File: src/apbf_map.svh
// Purpose: offsets, field positions, reset values and sizes of the async packet buffer formatter
// Assumes: 16-bit register port with a 3-bit word address
// Notes:   definitions only
`ifndef APBF_MAP_SVH
`define APBF_MAP_SVH

// register word addresses
`define APBF_REG_NODE_ID   3'h0
`define APBF_REG_TX_DATA   3'h1
`define APBF_REG_TX_CTRL   3'h2
`define APBF_REG_RX_DATA   3'h3
`define APBF_REG_STATUS    3'h4

// reset values
`define APBF_NODE_ID_RST   16'hFFC0
`define APBF_ZERO16        16'h0000

// field constants
`define APBF_LOCAL_BUS     10'h3FF
`define APBF_PRIO_ZERO     4'h0
`define APBF_LOCK_ZERO     16'h0000
`define APBF_TC_STREAM     4'hA
`define APBF_TC_LOCK_REQ   4'h9
`define APBF_TC_LOCK_RSP   4'hB

// bit positions
`define APBF_BUSSEL_BIT    23
`define APBF_CTRL_NEWPKT   0
`define APBF_TRL_SPD_LSB   16
`define APBF_TRL_ACK_LSB   0

// receive buffer sizing
`define APBF_DEPTH         7'h40
`define APBF_HDR_FULL      2'h3
`define APBF_ROOM_HDR      7'h05
`define APBF_ROOM_DATA     7'h02

`endif

File: src/apbf_pkg.sv
// Purpose: types shared by the async packet buffer formatter
// Assumes: nothing beyond standard SystemVerilog
// Notes:   constants live in apbf_map.svh
package apbf_pkg;

    // receive record layouts
    typedef enum logic [1:0] {
        APBF_KIND_QUAD,
        APBF_KIND_BLOCK,
        APBF_KIND_STREAM
    } apbf_kind_t;

    // header fields parsed by the link logic
    typedef struct packed {
        apbf_kind_t  kind;
        logic [3:0]  transactionCode;
        logic [5:0]  transactionTag;
        logic [1:0]  retryCode;
        logic [15:0] targetNodeIdentifier;
        logic [15:0] senderNodeIdentifier;
        logic [47:0] targetOffsetAddress;
        logic [15:0] payloadLength;
        logic [15:0] lockSubcode;
        logic [31:0] quadletData;
        logic [5:0]  channel;
        logic [3:0]  app;
    } apbf_rx_hdr_t;

    // end-of-packet status
    typedef struct packed {
        logic [2:0] speedCode;
        logic [3:0] returnedAckCode;
    } apbf_rx_trl_t;

    // one quadlet toward the link
    typedef struct packed {
        logic [31:0] quad;
        logic [7:0]  index;
        logic [15:0] senderNodeIdentifier;
    } apbf_tx_quad_t;

endpackage : apbf_pkg

File: src/apbf_word_joiner.sv
// Purpose: joins two 16-bit host writes into one quadlet, upper half first
// Assumes: writes come from logic on clk
// Notes:   clear drops a pending upper half
`timescale 1ns/1ps
module apbf_word_joiner (
    input  wire logic        clk,
    input  wire logic        rst,
    input  wire logic        ce,
    input  wire logic        clear,
    input  wire logic        halfValid,
    input  wire logic [15:0] half,
    output logic             quadValid,
    output logic [31:0]      quad,
    output logic             upperPending
);
    logic        phase_q;
    logic [15:0] upper_q;

    // phase tracks which half comes next
    always_ff @(posedge clk or posedge rst) begin
        if (rst) begin
            phase_q <= 1'b0;
        end else if (ce) begin
            if (clear) begin
                phase_q <= 1'b0;
            end else if (halfValid) begin
                phase_q <= ~phase_q;
            end
        end
    end

    // upper half held until the lower half arrives
    always_ff @(posedge clk or posedge rst) begin
        if (rst) begin
            upper_q <= 16'h0000;
        end else if (ce && halfValid && !phase_q && !clear) begin
            upper_q <= half;
        end
    end

    // quadlet out on the lower half
    always_ff @(posedge clk or posedge rst) begin
        if (rst) begin
            quadValid <= 1'b0;
            quad      <= 32'h0000_0000;
        end else if (ce) begin
            quadValid <= halfValid && phase_q && !clear;
            if (halfValid && phase_q && !clear) begin
                quad <= {upper_q, half};
            end
        end
    end

    assign upperPending = phase_q;

endmodule : apbf_word_joiner

File: src/apbf_async_packet_buffer_format.sv
// Purpose: builds receive buffer records and feeds transmit quadlets for the async packet buffers
// Assumes: link-side ports driven by logic on clk; host port is 16 bits wide
// Notes:   host reads/writes each quadlet as two halves, upper first
//
// Notes on behaviour
// bus select 1 gives local bus 3FF
// host keeps tags 0..F, response tag matches
// host writes priority as 0000b
// receive record priority stored as 0000b
// node identifier is 10-bit bus, 6-bit node
// sender identifier stored in receive record
// host bounds payload length by speed
// host writes lock subcode zero unless lock
// stored lock subcode zero unless lock code
// host pads last payload quadlet with zeros
// received speed and ack code recorded
// 48-bit target offset stored for requests
// host uses code A for streams
// stream record stores code A and fields
// host supplies stream header fields
// quadlets pass as two halves, upper first
// host puts response code in second quadlet
// received transaction code stored in record
// retry code set on transmit, stored on receive
// host writes headers before payload, in order
`timescale 1ns/1ps
`include "apbf_map.svh"
module apbf_async_packet_buffer_format
    import apbf_pkg::*;
(
    input  wire logic          clk,
    input  wire logic          rst,
    input  wire logic          ce,
    input  wire logic [2:0]    regAddr,
    input  wire logic [15:0]   regWdata,
    input  wire logic          regWrite,
    input  wire logic          regRead,
    output logic [15:0]        regRdata,
    input  wire logic          rxHdrValid,
    input  wire apbf_rx_hdr_t  rxHdr,
    output logic               rxHdrReady,
    input  wire logic          rxDataValid,
    input  wire logic [31:0]   rxData,
    output logic               rxDataReady,
    input  wire logic          rxEndValid,
    input  wire apbf_rx_trl_t  rxTrailer,
    output logic               rxEndReady,
    output logic               txValid,
    output apbf_tx_quad_t      txOut
);
    typedef enum logic [1:0] {
        APBF_RX_IDLE,
        APBF_RX_HDR,
        APBF_RX_DATA
    } apbf_rx_state_t;

    apbf_rx_state_t rxState_q;
    apbf_rx_hdr_t   hdr_q;
    logic [1:0]     hdrIdx_q;
    logic [31:0]    recMem [0:63];
    logic [5:0]     wrPtr_q;
    logic [5:0]     rdPtr_q;
    logic [6:0]     count_q;
    logic [6:0]     room;
    logic [15:0]    nodeId_q;
    logic [15:0]    lowHold_q;
    logic           rxPhase_q;
    logic           memWe;
    logic [31:0]    memWdata;
    logic [31:0]    headQuad;
    logic           pop;
    logic           txHalf;
    logic           txClear;
    logic           txClear_q;
    logic           joinValid;
    logic [31:0]    joinQuad;
    logic           txUpperPending;
    logic           hdrTake;
    logic           endTake;
    logic           dataTake;

    // true for the two lock transaction codes
    function automatic logic isLock(input logic [3:0] code);
        isLock = (code == `APBF_TC_LOCK_REQ) || (code == `APBF_TC_LOCK_RSP);
    endfunction : isLock

    // header quadlet idx of a receive record
    function automatic logic [31:0] hdrQuad(input apbf_rx_hdr_t h, input logic [1:0] idx);
        logic [15:0] sub;
        sub = isLock(h.transactionCode) ? h.lockSubcode : `APBF_LOCK_ZERO;
        if (h.kind == APBF_KIND_STREAM) begin
            hdrQuad = {h.payloadLength, h.transactionTag[1:0], h.channel,
                       `APBF_TC_STREAM, h.app};
        end else begin
            case (idx)
                2'h0:    hdrQuad = {h.targetNodeIdentifier[15:6], h.targetNodeIdentifier[5:0],
                                    h.transactionTag, h.retryCode, h.transactionCode,
                                    `APBF_PRIO_ZERO};
                2'h1:    hdrQuad = {h.senderNodeIdentifier, h.targetOffsetAddress[47:32]};
                2'h2:    hdrQuad = h.targetOffsetAddress[31:0];
                default: hdrQuad = (h.kind == APBF_KIND_QUAD) ? h.quadletData
                                                              : {h.payloadLength, sub};
            endcase
        end
    endfunction : hdrQuad

    // handshakes and free space in the receive buffer
    assign room        = `APBF_DEPTH - count_q;
    assign rxHdrReady  = (rxState_q == APBF_RX_IDLE) && (room >= `APBF_ROOM_HDR);
    assign rxDataReady = (rxState_q == APBF_RX_DATA) && (room >= `APBF_ROOM_DATA);
    assign rxEndReady  = (rxState_q == APBF_RX_DATA) && !rxDataValid;
    assign hdrTake     = rxHdrValid && rxHdrReady;
    assign dataTake    = rxDataValid && rxDataReady;
    assign endTake     = rxEndValid && rxEndReady;
    assign headQuad    = recMem[rdPtr_q];

    // receive sequencing: header quadlets, payload, trailer
    always_ff @(posedge clk or posedge rst) begin
        if (rst) begin
            rxState_q <= APBF_RX_IDLE;
            hdrIdx_q  <= 2'h0;
        end else if (ce) begin
            case (rxState_q)
                APBF_RX_IDLE: begin
                    hdrIdx_q <= 2'h0;
                    if (hdrTake) begin
                        rxState_q <= APBF_RX_HDR;
                    end
                end
                APBF_RX_HDR: begin
                    hdrIdx_q <= hdrIdx_q + 2'h1;
                    if (hdr_q.kind == APBF_KIND_STREAM || hdrIdx_q == `APBF_HDR_FULL) begin
                        rxState_q <= APBF_RX_DATA;
                    end
                end
                APBF_RX_DATA: begin
                    if (endTake) begin
                        rxState_q <= APBF_RX_IDLE;
                    end
                end
                default: rxState_q <= APBF_RX_IDLE;
            endcase
        end
    end

    // header latched when taken
    always_ff @(posedge clk or posedge rst) begin
        if (rst) begin
            hdr_q <= '0;
        end else if (ce && hdrTake) begin
            hdr_q <= rxHdr;
        end
    end

    // what goes into the buffer this cycle
    always_comb begin
        memWe    = 1'b0;
        memWdata = 32'h0000_0000;
        case (rxState_q)
            APBF_RX_HDR: begin
                memWe    = 1'b1;
                memWdata = hdrQuad(hdr_q, hdrIdx_q);
            end
            APBF_RX_DATA: begin
                if (dataTake) begin
                    memWe    = 1'b1;
                    memWdata = rxData;
                end else if (endTake) begin
                    memWe    = 1'b1;
                    memWdata = 32'h0000_0000;
                    memWdata[`APBF_TRL_SPD_LSB +: 3] = rxTrailer.speedCode;
                    memWdata[`APBF_TRL_ACK_LSB +: 4] = rxTrailer.returnedAckCode;
                end
            end
            default: memWe = 1'b0;
        endcase
    end

    // record storage
    always_ff @(posedge clk) begin
        if (ce && memWe) begin
            recMem[wrPtr_q] <= memWdata;
        end
    end

    // write pointer
    always_ff @(posedge clk or posedge rst) begin
        if (rst) begin
            wrPtr_q <= 6'h00;
        end else if (ce && memWe) begin
            wrPtr_q <= wrPtr_q + 6'h01;
        end
    end

    // host read of the receive data register: upper half pops, lower half from hold
    assign pop = regRead && (regAddr == `APBF_REG_RX_DATA) && !rxPhase_q && (count_q != 7'h00);

    // read pointer and occupancy
    always_ff @(posedge clk or posedge rst) begin
        if (rst) begin
            rdPtr_q <= 6'h00;
            count_q <= 7'h00;
        end else if (ce) begin
            if (pop) begin
                rdPtr_q <= rdPtr_q + 6'h01;
            end
            count_q <= count_q + {6'h00, memWe} - {6'h00, pop};
        end
    end

    // half phase of the receive data register
    always_ff @(posedge clk or posedge rst) begin
        if (rst) begin
            rxPhase_q <= 1'b0;
            lowHold_q <= 16'h0000;
        end else if (ce && regRead && (regAddr == `APBF_REG_RX_DATA)) begin
            if (pop) begin
                rxPhase_q <= 1'b1;
                lowHold_q <= headQuad[15:0];
            end else begin
                rxPhase_q <= 1'b0;
            end
        end
    end

    // node identification register
    always_ff @(posedge clk or posedge rst) begin
        if (rst) begin
            nodeId_q <= `APBF_NODE_ID_RST;
        end else if (ce && regWrite && (regAddr == `APBF_REG_NODE_ID)) begin
            nodeId_q <= regWdata;
        end
    end

    // read data, valid only in the cycle after the read strobe
    always_ff @(posedge clk or posedge rst) begin
        if (rst) begin
            regRdata <= `APBF_ZERO16;
        end else if (ce) begin
            regRdata <= `APBF_ZERO16;
            if (regRead) begin
                case (regAddr)
                    `APBF_REG_NODE_ID: regRdata <= nodeId_q;
                    `APBF_REG_RX_DATA: regRdata <= rxPhase_q ? lowHold_q
                                               : (pop ? headQuad[31:16] : `APBF_ZERO16);
                    `APBF_REG_STATUS:  regRdata <= {5'h00, rxState_q != APBF_RX_IDLE,
                                                    rxPhase_q, txUpperPending, 1'b0, count_q};
                    default:           regRdata <= `APBF_ZERO16;
                endcase
            end
        end
    end

    // transmit halves joined into quadlets
    assign txHalf  = regWrite && (regAddr == `APBF_REG_TX_DATA);
    assign txClear = regWrite && (regAddr == `APBF_REG_TX_CTRL) && regWdata[`APBF_CTRL_NEWPKT];

    apbf_word_joiner u_joiner (
        .clk          (clk),
        .rst          (rst),
        .ce           (ce),
        .clear        (txClear),
        .halfValid    (txHalf),
        .half         (regWdata),
        .quadValid    (joinValid),
        .quad         (joinQuad),
        .upperPending (txUpperPending)
    );

    // quadlets to the link with index and the sender identifier of the packet
    always_ff @(posedge clk or posedge rst) begin
        if (rst) begin
            txValid   <= 1'b0;
            txClear_q <= 1'b0;
            txOut     <= '0;
        end else if (ce) begin
            txValid   <= joinValid;
            txClear_q <= txClear; // delayed so it never meets the quadlet of the pair just before it
            if (txClear_q) begin
                txOut.index <= 8'hFF;
            end else if (joinValid) begin
                txOut.quad  <= joinQuad;
                txOut.index <= txOut.index + 8'h01;
                if (txOut.index == 8'hFF) begin
                    txOut.senderNodeIdentifier <= joinQuad[`APBF_BUSSEL_BIT]
                        ? {`APBF_LOCAL_BUS, nodeId_q[5:0]} : nodeId_q;
                end
            end
        end
    end
endmodule : apbf_async_packet_buffer_format

File: config.mk
export PLATFORM = sky130hd
export DESIGN_NAME = apbf_async_packet_buffer_format
export DESIGN_NICKNAME = d
export VERILOG_FILES = /design/src/apbf_pkg.sv /design/src/apbf_word_joiner.sv /design/src/apbf_async_packet_buffer_format.sv
export VERILOG_INCLUDE_DIRS = /design/src
export SDC_FILE = /design/constraint.sdc
export NUM_CORES = 2
export LEC_CHECK = 0
export BUFFER_PORTS_ARGS = -buffer_cell sky130_fd_sc_hd__buf_4
export CAP_MARGIN = 20
export CORE_ASPECT_RATIO = 1.5
export CORE_UTILIZATION = 35
export CTS_CLUSTER_DIAMETER = 30
export DETAILED_ROUTE_END_ITERATION = 8
export HOLD_SLACK_MARGIN = 0.15
export PLACE_DENSITY = 0.58
export RECOVER_POWER = 100
export SYNTH_ARGS = -nofsm -noshare
export SYNTH_HDL_FRONTEND = slang
export SYNTH_SLANG_ARGS = --single-unit
File: constraint.sdc
create_clock -name clk -period 14.2 [get_ports clk]
set_clock_uncertainty 0.05 [all_clocks]
set_input_delay 2.84 -clock clk [delete_from_list [all_inputs] [get_ports clk]]
set_output_delay 2.84 -clock clk [all_outputs]
set_load 0.02 [all_outputs]
==> metrics <==
outcome complete, but fails checks; failing checks capacitance limit, slew limit; WP data arrival 9550 ps; full die area 272000 µm²; Final Hold Vio Count 0; worst rel slew slack -247%; cell area power density 199 nW/µm²; HPWL after detailed placement 169000 µm; Register Area 70200 µm²; final-layout setup total negative slack 0 ps; clock-pin slew of the registers on the worst-case setup and hold paths 60 ps; part of the Yosys area used for sequential elements 74.4%; antenna violations before repair 12; effective utilization at floorplan 35.2%; buffer type at the clock tree root clkbuf_16; maximum vdd drop 0.120 mV; share of flip-flops with an asynchronous set or reset after synthesis 14.5%; Min Clock Period, post-route 9160 ps; timing-limited maximum frequency 109 MHz; iteration-0 DRC count of the detailed router 5456; kind of capture point of the worst setup path flip-flop; class of the tightest hold or removal check reg -> reg; number of buffers inserted during clock tree synthesis 299; kind of critical path in -> reg; TritonCTS clock tree built; number of storage elements in the synthesis netlist 2396; Netlist cell types 71; total track usage 19.9%; number of warning messages in the yosys log 0; RSZ-0062 raised after global routing no; Post-CTS Hold Buffers 0; clock sink count 2396; Syn Std Cell Area 94400 µm²; share of layout cells above drive strength 1 30.1%; Syn Nets 4995; via count of the first global-routing pass 51414; number of standard cells after synthesis 4736; Syn Area/Cell 19.9 µm²; cell row count 233; sum of routed wire length over all layers 276000 µm; number of remaining DRC errors 0; post-route worst setup slack 5040 ps; remaining number of nets flagged by the antenna check after routing 0; number of max-slew violations in the final report 4464; router iterations before antenna repair 6; number of gates resized after cts 0; CP max FO 39; largest net degree at the start of global routing 177; die width 426 µm; LEAKAGE 36.6 nW; I/O pin cnt 310; H-tree levels 5; Critical Path Start Type input pin; period utilisation layout 64.5%; first-pass GRT wire length 387000 µm; data required time of the critical path 14590 ps; detailed-route wire length per cell 30.6 µm; global placement routability congestion 0.976; Area Overhead vs Synth 17.4%; Core ar. 268000 µm²; number of port buffers 309; Post-CTS Setup Repair Bufs 0; area used by multi-input combinational logic 23000 µm²; final-stage net count 5510; dominant synthesized flop cell edfxtp_1; maxcap violations 109; via-per-instance ratio 5.55; filler instances 23597; worst slack, placed 7010 ps; total gr overflow 0; via count 50035; buffers from clock root to sink, at most 4; height of the chip 638 µm; clock latency of the later-clocked register in the worst-skew pair 860 ps; number of synthesized flops with an enable pin 2048; Final Setup Violations 0; Worst-Margin Slew 5180 ps
power breakdown:
group | switching, mW | internal (mW) | leakage, nW
Clock | 3.12 | 4.53 | 4.87
Combinational | 3.33 | 1.94 | 8.49
Sequential | 0.347 | 8.83 | 23.2
Total | 6.79 | 15.3 | 36.6
cell families (layout without fill, tap and decap cells):
logic type / after synthesis / count (layout) / share of synthesized area (%)
AOI/OAI and AO/OA: 523 / 523 / 3.88
xor gates and xnor gates: 21 / 21 / 0.195
adders and majority gates: 25 / 25 / 0.339
buffers and inverters: 306 / 1060 / 1.74
DFF: 2396 / 2396 / 74.4
muxes: 948 / 948 / 16.8
other: 0 / 8 / 0
and+or+nand+nor: 517 / 517 / 2.70
synth_stat cells, types with 12 or more instances:
master    number  area (µm²)
a211oi_1      39         293
a21boi_0      23         173
a21oi_1      108         541
a221o_1       13         130
a221oi_1      24         210
a222oi_1      25         250
a22oi_1       57         428
a31oi_1       13        81.3
a32oi_1       17         149
and2_1        16         100
buf_1         14        52.6
buf_2         83         415
buf_4         50         375
buf_6         25         282
clkbuf_1     103         387
dfrtp_1      338        8460
edfxtp_1    2048       61500
ha_1          24         300
inv_1         27         101
mux2_2       286        3220
mux2i_1      182        1820
mux4_2       480       10800
nand2_1      141         529
nand2b_1      17         106
nand3_1       56         280
nor2_1       100         375
nor2b_1       52         325
nor3_1        60         300
nor4_1        12        75.1
o21ai_0       57         285
o221ai_1      28         245
o22ai_1       54         338
xnor2_1       17         149
layer usage:
metal	track usage, %	part of all wire (%)	vias up
li1	-	-	20580
met1	24.2	37	26752
met2	33.6	50	2147
met3	3.77	7.3	548
met4	10.3	5.9	8
met5	0	0.023	-
sequential cells by signal, summed over array words and instances, names as in the netlist, 2 cells and up:
register / count
u_joiner.upper_q: 16
lowHold_q: 16
recMem: 2048
count_q: 7
hdrIdx_q: 2
txOut: 56
regRdata: 16
rxState_q: 2
u_joiner.quad: 32
rdPtr_q: 6
nodeId_q: 16
hdr_q: 168
wrPtr_q: 6
metrics by stage:
step / instances / total power, mW / utilization, % / area (µm²) / hold slack (ps)
after floorplan: 4736 / 12.4 / - / 94400 / 398
after global placement: 8462 / 14.5 / 37.9 / 102000 / 419
after detailed placement: 8471 / 14.6 / 37.9 / 102000 / 420
after CTS: 9011 / 22.2 / 41.7 / 112000 / 434
after global routing: 9017 / 22.8 / 41.3 / 111000 / 461
final: 9023 / 22.1 / 41.3 / 111000 / 439
worst paths after layout:
path                                       endpoint  slack (ps)                      from  cells past startpoint
hold / removal             lowHold_q[9]$_DFFE_PP0P_         440  lowHold_q[9]$_DFFE_PP0P_                      2
max in group asynchronous     hdr_q[86]$_DFFE_PP0P_        5730                       rst                      3
hold reg to reg            lowHold_q[9]$_DFFE_PP0P_         440  lowHold_q[9]$_DFFE_PP0P_                      2
setup / recovery            recMem[42][2]$_DFFE_PP_        5040               rxDataValid                     11
setup reg to reg            recMem[42][2]$_DFFE_PP_        6080    count_q[1]$_DFFE_PP0P_                     12
min in group asynchronous     hdr_q[99]$_DFFE_PP0P_        3530                       rst                      2
layout make-up:
cell class / instances / area share (%)
Tap cell: 3525 / 3.98
Sequential cell: 2396 / 63.3
Clock buffer: 343 / 7.19
Multi-Input combinational cell: 2034 / 20.7
Clock inverter: 197 / 1.87
Inverter: 29 / 0.0993
Antenna cell: 8 / 0.0181
Timing Repair Buffer: 491 / 2.78
critical path: stages:
cell and delay (ps):
clkbuf_1 110, nor2b_1 150, and2_0 690, nor2_1 90, a31oi_1 350, clkbuf_1 590, clkinv_1 200, clkbuf_1 920
or2_0 1110, nor2_1 1150, clkbuf_1 1290
layout by cell type, fill, tap and decap left out, types with 21 or more instances in the layout:
cell type and count:
edfxtp_1 2048, dfrtp_1 333, a21oi_1 108, a22oi_1 57
nor2_1 81, o22ai_1 54, clkbuf_16 312, a211oi_1 37
buf_4 291, ha_1 23, inv_1 25, o221ai_1 28
bufinv_16 22, nand2_1 141, nor3_1 56, o21ai_0 59
inv_6 54, mux2i_1 182, clkinv_2 21, clkinvlp_4 25
clkbuf_1 213, mux2_2 286, nor2b_1 39, nand3_1 56
a222oi_1 25, clkinv_4 31, mux4_2 480, a221oi_1 24
Note: power is estimated with default switching activity, not from simulation.
